### config.mk
export PLATFORM = sky130hd
export DESIGN_NAME = wit_top
export DESIGN_NICKNAME = d
export VERILOG_FILES = /design/src/wit_prescaler.v /design/src/wit_top.v
export VERILOG_INCLUDE_DIRS = /design/src /design/src/src
export SDC_FILE = /design/constraint.sdc
export NUM_CORES = 1
export LEC_CHECK = 0
export BUFFER_PORTS_ARGS = -buffer_cell sky130_fd_sc_hd__buf_2
export CORE_MARGIN = 2
export CORE_UTILIZATION = 45
export CTS_CLUSTER_SIZE = 12
export DETAILED_ROUTE_END_ITERATION = 10
export PLACE_DENSITY = 0.76
export SKIP_LAST_GASP = 1
export SLEW_MARGIN = 20
export SYNTH_ARGS = -nofsm -noshare
export SYNTH_HDL_FRONTEND = slang
export SYNTH_SLANG_ARGS = --single-unit
### constraint.sdc
create_clock -name sys_clk -period 2.95 [get_ports sys_clk]
set_input_delay 0.4425 -clock sys_clk [delete_from_list [all_inputs] [get_ports sys_clk]]
set_output_delay 0.4425 -clock sys_clk [all_outputs]
set_load 0.005 [all_outputs]
### src/wit_consts.vh
`ifndef WIT_CONSTS_VH
`define WIT_CONSTS_VH

// register addresses (byte addresses, word lane chosen by sel)
`define WIT_ADR_CTRL_WR 16'hfeec
`define WIT_ADR_CTRL_RD 16'hfeec
`define WIT_ADR_CNT_RD 16'hfeed
`define WIT_ADR_RST_WR 16'hff14
`define WIT_ADR_RST_RD 16'hff15

// passwords carried in the upper byte of a word write
`define WIT_PW_COUNT 8'h5a
`define WIT_PW_CTRL 8'ha5
`define WIT_PW_RST_CLR 8'ha5
`define WIT_PW_RST_OE 8'h5a
`define WIT_RST_CLR_DATA 8'h00

// control/status field positions
`define WIT_BIT_OVF 7
`define WIT_BIT_MODE 6
`define WIT_BIT_RUN 5
`define WIT_BIT_RFLAG 7
`define WIT_BIT_ROE 6

// reset values
`define WIT_CTRL_RESET 8'h18
`define WIT_CNT_RESET 8'h00
`define WIT_RST_RESET 8'h3f
`define WIT_CTRL_FIXED_ONES 8'h18
`define WIT_RST_FIXED_ONES 8'h3f

// timing
`define WIT_RES_PULSE_CYC 132
`define WIT_PRESC_W 12

`endif

### src/wit_prescaler.v
`timescale 1ns/1ns
`include "wit_consts.vh"

module wit_prescaler #(
  parameter W = `WIT_PRESC_W
) (
  sys_clk,
  rst_n,
  div_sel,
  tick
);
  input wire sys_clk;
  input wire rst_n;
  input wire [2:0] div_sel;
  output wire tick;

  reg [W-1:0] presc_reg;
  wire [W-1:0] presc_next;

  // number of low prescaler bits that must be all ones for a tick
  function [3:0] div_bits;
    input [2:0] sel;
    begin
      case (sel)
        3'h0: div_bits = 4'h1;
        3'h1: div_bits = 4'h5;
        3'h2: div_bits = 4'h6;
        3'h3: div_bits = 4'h7;
        3'h4: div_bits = 4'h8;
        3'h5: div_bits = 4'h9;
        3'h6: div_bits = 4'hb;
        default: div_bits = 4'hc;
      endcase
    end
  endfunction

  wire [W-1:0] mask = ~({W{1'b1}} << div_bits(div_sel));

  // free-running divider; a tick marks every 2^n-th clock
  assign presc_next = presc_reg + {{(W-1){1'b0}}, 1'b1};
  assign tick = ((presc_reg & mask) == mask);

  always @(posedge sys_clk or negedge rst_n) begin
    if (!rst_n) begin
      presc_reg <= {W{1'b0}};
    end else begin
      presc_reg <= presc_next;
    end
  end
endmodule // wit_prescaler

### src/wit_top.v
// Chosen here: register access over Wishbone.
`timescale 1ns/1ns
`include "wit_consts.vh"

module wit_top #(
  parameter PULSE_CYC = `WIT_RES_PULSE_CYC
) (
  sys_clk,
  nrst,
  wb_cyc_i,
  wb_stb_i,
  wb_we_i,
  wb_adr_i,
  wb_sel_i,
  wb_dat_i,
  wb_dat_o,
  wb_ack_o,
  standby_req,
  interval_irq,
  chip_reset_out,
  res_pin_in,
  res_pin_out,
  res_pin_oe_n
);
  input wire sys_clk;
  input wire nrst;
  input wire wb_cyc_i;
  input wire wb_stb_i;
  input wire wb_we_i;
  input wire [15:0] wb_adr_i;
  input wire [1:0] wb_sel_i;
  input wire [15:0] wb_dat_i;
  output wire [15:0] wb_dat_o;
  output wire wb_ack_o;
  input wire standby_req;
  output wire interval_irq;
  output wire chip_reset_out;
  input wire res_pin_in;
  output wire res_pin_out;
  output wire res_pin_oe_n;

  // reset release through two flops; assertion stays asynchronous
  reg rst_s1_reg;
  reg rst_s2_reg;
  wire rst_n;

  always @(posedge sys_clk or negedge nrst) begin
    if (!nrst) begin
      rst_s1_reg <= 1'b0;
      rst_s2_reg <= 1'b0;
    end else begin
      rst_s1_reg <= 1'b1;
      rst_s2_reg <= rst_s1_reg;
    end
  end
  assign rst_n = rst_s2_reg;

  // state
  reg [7:0] count_reg;
  reg [7:0] count_next;
  reg ovf_reg;
  reg ovf_next;
  reg mode_reg;
  reg mode_next;
  reg run_reg;
  reg run_next;
  reg [2:0] div_reg;
  reg [2:0] div_next;
  reg ovf_armed_reg;
  reg ovf_armed_next;
  reg rflag_reg;
  reg rflag_next;
  reg roe_reg;
  reg roe_next;
  reg [7:0] pulse_cnt_reg;
  reg [7:0] pulse_cnt_next;
  reg pulse_ext_reg;
  reg pulse_ext_next;
  reg ack_reg;
  reg [15:0] rdata_reg;
  reg [15:0] rdata_next;

  wire tick;

  wit_prescaler #(
    .W(`WIT_PRESC_W)
  ) u_presc (
    .sys_clk(sys_clk),
    .rst_n(rst_n),
    .div_sel(div_reg),
    .tick(tick)
  );

  // wishbone decode; the request is held until ack, so writes commit on the ack edge
  wire req = wb_cyc_i & wb_stb_i;
  // word-aligned match of a bus address against a register byte address; bit 0 only picks the lane
  function adr_match;
    input [15:0] adr;
    input [15:0] reg_adr;
    begin
      adr_match = (adr[15:1] == reg_adr[15:1]);
    end
  endfunction
  wire wr_commit = req & ack_reg & wb_we_i;
  wire rd_commit = req & ack_reg & ~wb_we_i;
  wire word_wr = wr_commit & (wb_sel_i == 2'b11); // byte writes are dropped
  wire [7:0] pw = wb_dat_i[15:8];
  wire [7:0] wdat = wb_dat_i[7:0];

  // password
  wire wr_count = word_wr & adr_match(wb_adr_i, `WIT_ADR_CTRL_WR) & (pw == `WIT_PW_COUNT);
  wire wr_ctrl = word_wr & adr_match(wb_adr_i, `WIT_ADR_CTRL_WR) & (pw == `WIT_PW_CTRL);
  // reset control register write paths
  wire wr_rclr = word_wr & adr_match(wb_adr_i, `WIT_ADR_RST_WR) & (pw == `WIT_PW_RST_CLR) &
                 (wdat == `WIT_RST_CLR_DATA);
  wire wr_roe = word_wr & adr_match(wb_adr_i, `WIT_ADR_RST_WR) & (pw == `WIT_PW_RST_OE);

  // read of the control byte with the flag up arms the clear
  wire rd_ctrl = rd_commit & adr_match(wb_adr_i, `WIT_ADR_CTRL_RD) & wb_sel_i[1];

  // big-endian lanes: even address in the upper byte
  wire [7:0] ctrl_rd = {ovf_reg, mode_reg, run_reg, 2'b00, div_reg} | `WIT_CTRL_FIXED_ONES;
  wire [7:0] rst_rd = {rflag_reg, roe_reg, 6'h00} | `WIT_RST_FIXED_ONES;

  // counter step and overflow detection
  wire step = run_reg & tick;
  wire wrap = step & (count_reg == 8'hff) & ~wr_count;
  wire wd_fire = wrap & mode_reg;
  wire pulse_active = (pulse_cnt_reg != 8'h00);

  // registered read data, mapped addresses only; others read zero
  always @* begin
    rdata_next = 16'h0000;
    if (adr_match(wb_adr_i, `WIT_ADR_CTRL_RD)) begin
      rdata_next = {ctrl_rd, count_reg};
    end else if (adr_match(wb_adr_i, `WIT_ADR_RST_RD)) begin
      rdata_next = {8'h00, rst_rd};
    end
  end

  // timer control, counter and flag next state
  always @* begin
    count_next = count_reg;
    ovf_next = ovf_reg;
    mode_next = mode_reg;
    run_next = run_reg;
    div_next = div_reg;
    ovf_armed_next = ovf_armed_reg;
    if (step) begin
      count_next = count_reg + 8'h01;
    end
    if (wr_count) begin
      count_next = wdat;
    end
    if (rd_ctrl & ovf_reg) begin
      ovf_armed_next = 1'b1;
    end
    if (wr_ctrl) begin
      mode_next = wdat[`WIT_BIT_MODE];
      run_next = wdat[`WIT_BIT_RUN];
      div_next = wdat[2:0];
      // a written one never sets the flag; a zero clears only after the read
      if (!wdat[`WIT_BIT_OVF] && ovf_armed_reg) begin
        ovf_next = 1'b0;
        ovf_armed_next = 1'b0;
      end
      if (!wdat[`WIT_BIT_RUN]) begin
        count_next = `WIT_CNT_RESET;
      end
    end
    // set beats a clear landing in the same cycle
    if (wrap && !mode_reg) begin
      ovf_next = 1'b1;
    end
    if (!run_reg && !wr_ctrl) begin
      count_next = `WIT_CNT_RESET;
    end
    // standby drops bits 7 to 5 but keeps the divider
    if (standby_req) begin
      ovf_next = 1'b0;
      mode_next = 1'b0;
      run_next = 1'b0;
      ovf_armed_next = 1'b0;
      count_next = `WIT_CNT_RESET;
    end
    // watchdog reset clears the timer as the whole chip does
    if (wd_fire || pulse_active) begin
      count_next = `WIT_CNT_RESET;
      ovf_next = 1'b0;
      mode_next = 1'b0;
      run_next = 1'b0;
      div_next = 3'h0;
      ovf_armed_next = 1'b0;
    end
  end

  // reset control register and pulse timing next state
  always @* begin
    rflag_next = rflag_reg;
    roe_next = roe_reg;
    pulse_cnt_next = pulse_cnt_reg;
    pulse_ext_next = pulse_ext_reg;
    if (wr_rclr) begin
      rflag_next = 1'b0;
    end
    if (wr_roe) begin
      roe_next = wdat[`WIT_BIT_ROE];
    end
    if (pulse_active) begin
      pulse_cnt_next = pulse_cnt_reg - 8'h01;
      if (pulse_cnt_reg == 8'h01) begin
        pulse_ext_next = 1'b0;
      end
    end
    // overflow wins over a clear write in the same cycle
    if (wd_fire) begin
      rflag_next = 1'b1;
      pulse_cnt_next = PULSE_CYC[7:0];
      pulse_ext_next = roe_reg;
    end
  end

  // wishbone ack: one wait state, dropped the cycle after it is given
  always @(posedge sys_clk or negedge rst_n) begin
    if (!rst_n) begin
      ack_reg <= 1'b0;
      rdata_reg <= 16'h0000;
    end else begin
      ack_reg <= req & ~ack_reg;
      rdata_reg <= rdata_next;
    end
  end

  // timer state; watchdog reset is handled in the next-state logic
  always @(posedge sys_clk or negedge rst_n) begin
    if (!rst_n) begin
      count_reg <= `WIT_CNT_RESET;
      ovf_reg <= 1'b0;
      mode_reg <= 1'b0;
      run_reg <= 1'b0;
      div_reg <= 3'h0;
      ovf_armed_reg <= 1'b0;
    end else begin
      count_reg <= count_next;
      ovf_reg <= ovf_next;
      mode_reg <= mode_next;
      run_reg <= run_next;
      div_reg <= div_next;
      ovf_armed_reg <= ovf_armed_next;
    end
  end

  // pin reset clears flag and enable; the watchdog reset itself does not
  always @(posedge sys_clk or negedge rst_n) begin
    if (!rst_n) begin
      rflag_reg <= 1'b0;
      roe_reg <= 1'b0;
      pulse_cnt_reg <= 8'h00;
      pulse_ext_reg <= 1'b0;
    end else begin
      rflag_reg <= rflag_next;
      roe_reg <= roe_next;
      pulse_cnt_reg <= pulse_cnt_next;
      pulse_ext_reg <= pulse_ext_next;
    end
  end

  // interrupt level follows the flag, which only interval mode sets
  assign interval_irq = ovf_reg & ~mode_reg;

  // internal chip reset lasts the pulse window
  assign chip_reset_out = pulse_active;

  // reset pin driven low for the whole pulse if enabled when the watchdog fires
  assign res_pin_out = 1'b0;
  assign res_pin_oe_n = ~pulse_ext_reg;

  assign wb_ack_o = ack_reg;
  assign wb_dat_o = rdata_reg;
endmodule // wit_top
After elaboration in Yosys (flattened, before gate mapping) --
Index checks and enable logic that the tools add are counted.
Word-level totals: flip-flop bits (word level) 57, logic and storage cells 116, output and inout port bits 21, bits of input ports 41
Operators by class: equal/unequal tests 14, shifts and indexed selects 1, reductions and logical operators 20, $add $sub $neg 3, mux-type cells 35, bitwise gates (word level) 28
Operators with widths (number):
- $mux 8 | 10
- $eq 15x15->1 const B | 2
- $pmux 4 s7 | 1
- $and 1x1->1 | 21
- $mux 1 | 21
- $eq 8x8->1 const B | 2
- $mux 16 | 1
- $add 12x1->12 const B | 1
- $and 12x12->12 | 1
- $eq 12x12->1 | 1
- $not 12->12 | 1
- $shl 12x4->12 const A | 1
- $eq 3x3->1 const B | 3
- $add 8x1->8 const B | 1
- $eq 8x1->1 const B | 1
- $eq 8x7->1 const B | 1
- $logic_not 8->1 | 1
- $reduce_bool 2->1 | 4
- $reduce_bool 4->1 | 2
- $reduce_bool 8->1 | 1
- $sub 8x1->8 const B | 1
- $eq 3x2->1 const B | 2
- $mux 3 | 2
- $not 1->1 | 5
- 8 further kinds | 14

Logic depth before layout (Yosys ltp) --
word-level depth 14, depth in mapped cells 9

Modules after synthesis --
A second synthesis with hierarchy kept.
Unflattened totals: cells, all modules 244, area total of the unflattened synthesis 2815.2 sq um
Modules (own cells, without submodules):
- wit_top | cells an instance 196, area an instance 2265.9 sq um, instances 1
- wit_prescaler | cells an instance 48, area an instance 549.3 sq um, instances 1

Worst setup path before layout --
OpenSTA, ideal clock, no wires.
path kind input to register, start point input wb_dat_i[9], end point register count_reg[0], data arrival time 2.383 ns, path slack 0.489 ns, path buffers 0, library setup time 0.078 ns, cell stages on the path 6, cells stage by stage or4b_1 nor4_2 nand2_2 mux2i_4 or4_1 a21oi_1
Between the ends: longest elaborated chain between the ends 8, elaborated cells on any way between the ends 16, those cells by class eq/ne: 2; mux: 6; bitwise: 5; reduce/logical: 3
RTL lines:
- from (decl) | RTL line wit_top.v:32 | input wire [15:0] wb_dat_i;
- $eq 8x7->1 (no source line)
- $and 1x1->1 | RTL line wit_top.v:111 | wire wr_count = word_wr & adr_match(wb_adr_i, `WIT_ADR_CTRL_WR) & (pw == `WIT_PW_COUNT);
- $mux 8 | RTL line wit_top.v:152 | if (wr_count) begin
- $mux 8 | RTL line wit_top.v:167 | if (!wdat[`WIT_BIT_RUN]) begin
- $mux 8 | RTL line wit_top.v:158 | if (wr_ctrl) begin
- $mux 8 | RTL line wit_top.v:175 | if (!run_reg && !wr_ctrl) begin
- $mux 8 | RTL line wit_top.v:179 | if (standby_req) begin
- $mux 8 (*) | RTL line wit_top.v:187 | if (wd_fire || pulse_active) begin
- net count_next[0] | RTL line wit_top.v:60 | reg [7:0] count_next;
- to (signal assigned) | RTL line wit_top.v:237 | count_reg <= `WIT_CNT_RESET;
- to (signal assigned) | RTL line wit_top.v:244 | count_reg <= count_next;
- to (decl) | RTL line wit_top.v:59 | reg [7:0] count_reg;
Mark *: on every way through the listed nets, which the timed path passes. The rest lies on a longest branch. A chain may end at the register's enable or synchronous reset.

Worst setup path in the final report --
start point register u_presc.presc_reg[3], end point register count_reg[2]
Between the ends: longest elaborated chain between the ends 10, elaborated cells on any way between the ends 14, those cells by class eq/ne: 1; mux: 7; bitwise: 5; reduce/logical: 1
RTL lines:
- from (decl) | RTL line wit_prescaler.v:17 | reg [W-1:0] presc_reg;
- from (signal assigned) | RTL line wit_prescaler.v:45 | presc_reg <= {W{1'b0}};
- from (signal assigned) | RTL line wit_prescaler.v:47 | presc_reg <= presc_next;
- $and 12x12->12 (*) | RTL line wit_prescaler.v:41 | assign tick = ((presc_reg & mask) == mask);
- $eq 12x12->1 (*) | RTL line wit_prescaler.v:41
- $and 1x1->1 (*) | RTL line wit_top.v:126 | wire step = run_reg & tick;
- $mux 8 | RTL line wit_top.v:149 | if (step) begin
- $mux 8 | RTL line wit_top.v:152
- $mux 8 | RTL line wit_top.v:167
- $mux 8 | RTL line wit_top.v:158
- $mux 8 | RTL line wit_top.v:175
- $mux 8 | RTL line wit_top.v:179
- $mux 8 (*) | RTL line wit_top.v:187
- net count_next[2] | RTL line wit_top.v:60
Marked as above.

==> results by group <==
Floorplan
  • Die area: between 6000 and 7000 µm²
  • Initial Utilization: between 40% and 50%
  • Row cnt: 28
  • Die Y: just over 80 µm
  • I/O pins: slightly above 60
  • CORE AREA: between 5000 and 6000 µm²
  • Die width: a little over 80 µm

Global routing
  • Total track usage: 18.8%
  • Vias in the first global route: roughly 2100
  • Antenna violations before repair: 0
  • First-pass GRT wire length: slightly below 10000 µm
  • Grt total ovfl: 0
  • Largest net degree at the start of global routing: 32

Timing
  • Least-Margin Pin Slew: about 0.67 ns
  • Endpoints failing hold: 0
  • Post-Route Setup TNS: 0 ns
  • Final setup fails: 0
  • Fmax: 403 MHz
  • Final period utilization: a little over four fifths
  • Worst setup margin: roughly 0.47 ns
  • Fin crit period: around 2.5 ns
  • Final hold slack: between 0.3 and 0.4 ns
  • Slew margin rel.: between 50% and 60%
  • RSZ-0062 raised after global routing: no
  • Final max-slew violation count: 0
  • Worst clock skew: approximately 0.0042 ns

Clocking
  • # clock sinks: 56
  • TritonCTS buffer count: 5
  • CTS tree: yes
  • CTS root buffer: clkbuf_8
  • Post-CTS resize count: 0
  • Clock tree buffer depth: 2
  • Clock latency on the worst-skew pair: 0.30 ns
  • Post-CTS Hold Buffers: 1
  • Htree depth: 2
  • Post-CTS Setup Bufs: 0
  • Clock transition at the registers of the reported paths: 0.09 ns

Cells and area
  • Max reg flops: 15
  • Most frequent cells in the layout: buf_2, dfrtp_1, nand2_1, nor2_1, xnor2_1
  • Final nets: ~370
  • Area grow syn2layout: 17.6%
  • Commonest non-fill, non-tap cell in the layout: buf_2
  • Fill count: slightly above 500
  • Antenna diodes: 0
  • Post-Layout Inst Area: ~3200 µm²
  • Ratio of cells with drive above 1 in the final layout: around 28%
  • Layout Utilization: between 50% and 60%

Routing
  • Via count: between 2000 and 2500
  • Routed WL per cell: 14.4 µm
  • DRT iter0 DRCs: ~190
  • DRC errors left: 0
  • Vias/cell: around 5.4
  • Post-DRT Antenna Nets: 0
  • DRT Pass-1 Iters: 4
  • Final WL: 5710 µm

Setup path
  • Type of element launching the critical path: register
  • CP cell instances: and4_1 > a21oi_1 > a2bb2oi_2 > nor4bb_1 > or3_1 > a2111oi_2
  • CP Capture Type: register
  • Critical Path AT: 2.67 ns
  • Worst EP required: ~3.1 ns
  • Worst setup path class: register to register
  • CP max-delay cell: or3_1
  • Slowest cell delay on critical path: roughly 0.55 ns
  • RR Startpoint: u_presc.presc_reg[3]$_DFF_PN0_
  • Crit. Startpoint: u_presc.presc_reg[3]$_DFF_PN0_
  • CP max FO: 10

Synth
  • Primary FF master, synth: dfrtp_1
  • #FFs+latches synth: 56
  • EDFF count, synth: 0
  • Number of distinct library cells after synthesis: 52
  • Syn nets: 302
  • Ys Warns: 0
  • Synthesized area: 2750 µm²
  • Sequential share of the synthesized area: slightly above 50%
  • Mean Syn Cell Area: 10.7 µm²
  • Async SR Flop Fraction: between 90% and 100%
  • Post-Synthesis Cells: around 260

Pwr
  • Pwr Density: ~410 nW/µm²
  • LEAKAGE: 1.49 nW
  • Worst ir drop on vdd: between 0.2 and 0.3 mV

Placement
  • Cell Area, Placed: roughly 3100 µm²
  • Pre-CTS WS: approximately 0.21 ns
  • I/O Buffers: 58
  • Final HPWL DP: 4220 µm
  • GPL Wtd Cong: 0.806

Min path
  • Class of the worst hold path: register to asynchronous set/reset pin

Job
  • Max_cap viols: 0

Run status
  • Outcome: complete, no violations
## power breakdown
part           leakage [nW]  switching [mW]  total, mW  internal, mW
clock network        0.0513           0.236      0.485         0.249
logic                 0.694          0.0267     0.0517        0.0250
registers             0.741         0.00843      0.777         0.769
## critical path: cells and delay by family (launching register included)
family | cells | cell delay, ns
simple gates | 3 | 0.98
compound gates | 3 | 0.97
flops | 1 | 0.42
## final timing paths
check	end	slack, ns	cells past startpoint
max in group asynchronous	count_reg[7]$_DFF_PN0_	1.86	1
hold reg to reg	pulse_cnt_reg[6]$_DFFE_PN0P_	0.30	0
setup reg to reg	count_reg[2]$_DFF_PN0_	0.47	6
hold / removal	pulse_cnt_reg[6]$_DFFE_PN0P_	0.30	0
min in group sys_clk	wb_ack_o$_DFF_PN0_	0.35	3
setup / recovery	count_reg[2]$_DFF_PN0_	0.47	6
## cell families (layout without fill, tap and decap cells)
logic type | after synthesis | in the layout | synth area share [%]
buffers and inverters | 21 | 84 | 3.73
multiplexers | 5 | 5 | 2.36
adder cells (fa/ha/maj) | 4 | 4 | 1.82
flip-flops | 56 | 56 | 50.9
XOR/XNOR | 20 | 20 | 6.36
AND/OR/NAND/NOR | 109 | 109 | 22.8
other | 2 | 2 | 0.273
AO/OA/AOI/OAI | 40 | 40 | 11.8
## cell usage after synthesis (2+ instances only)
master | n | area [µm²]
nor2_1 | 20 | 75.1
nor4_2 | 3 | 37.5
nand2_1 | 21 | 78.8
o21bai_1 | 3 | 22.5
nand3b_1 | 2 | 15.0
ha_1 | 4 | 50.1
a21o_1 | 6 | 45.0
xnor2_1 | 18 | 158
conb_1 | 2 | 7.51
nor3_1 | 8 | 40.0
nand2b_1 | 2 | 12.5
nand4b_1 | 5 | 43.8
mux2_2 | 2 | 22.5
and3_1 | 2 | 12.5
clkbuf_1 | 3 | 11.3
dfrtp_1 | 56 | 1400
mux2i_1 | 2 | 20.0
or3_1 | 2 | 12.5
nor4_1 | 7 | 43.8
inv_1 | 12 | 45.0
nand4_1 | 8 | 50.1
a2111oi_2 | 4 | 60.1
and2_1 | 7 | 43.8
o21ai_0 | 3 | 15.0
xor2_1 | 2 | 17.5
buf_4 | 4 | 30.0
nand3_1 | 11 | 55.1
a21oi_1 | 8 | 40.0
a211oi_1 | 6 | 45.0
a22o_1 | 2 | 17.5
## stage by stage
step                std cells  power [mW]
finish                    395        1.31
global route              395        1.36
global placement          387       0.842
floorplan                 257       0.806
detailed placement        387       0.845
CTS                       395        1.32
## metal layers
| metal | part of all wire [%] | global-route usage [%] | up-vias |
|---|---|---|---|
| met2 | 48 | 30.7 | 61 |
| met4 | 1.0 | 5.33 | 0 |
| met1 | 46 | 25.7 | 1045 |
| met5 | 0 | 0 | - |
| met3 | 4.8 | 3.37 | 5 |
| li1 | - | - | 1041 |
## cell type report
type,count,area (µm²),area share (%)
sequential,56,1400,43.3
clock buffer,6,72.6,2.24
multi-input combinational,180,1250,38.6
clock inverter,1,30.0,0.927
inverter,12,45.0,1.39
tap,75,93.8,2.90
timing repair buffer,65,345,10.7
Note: power is estimated with default switching activity, not from simulation.
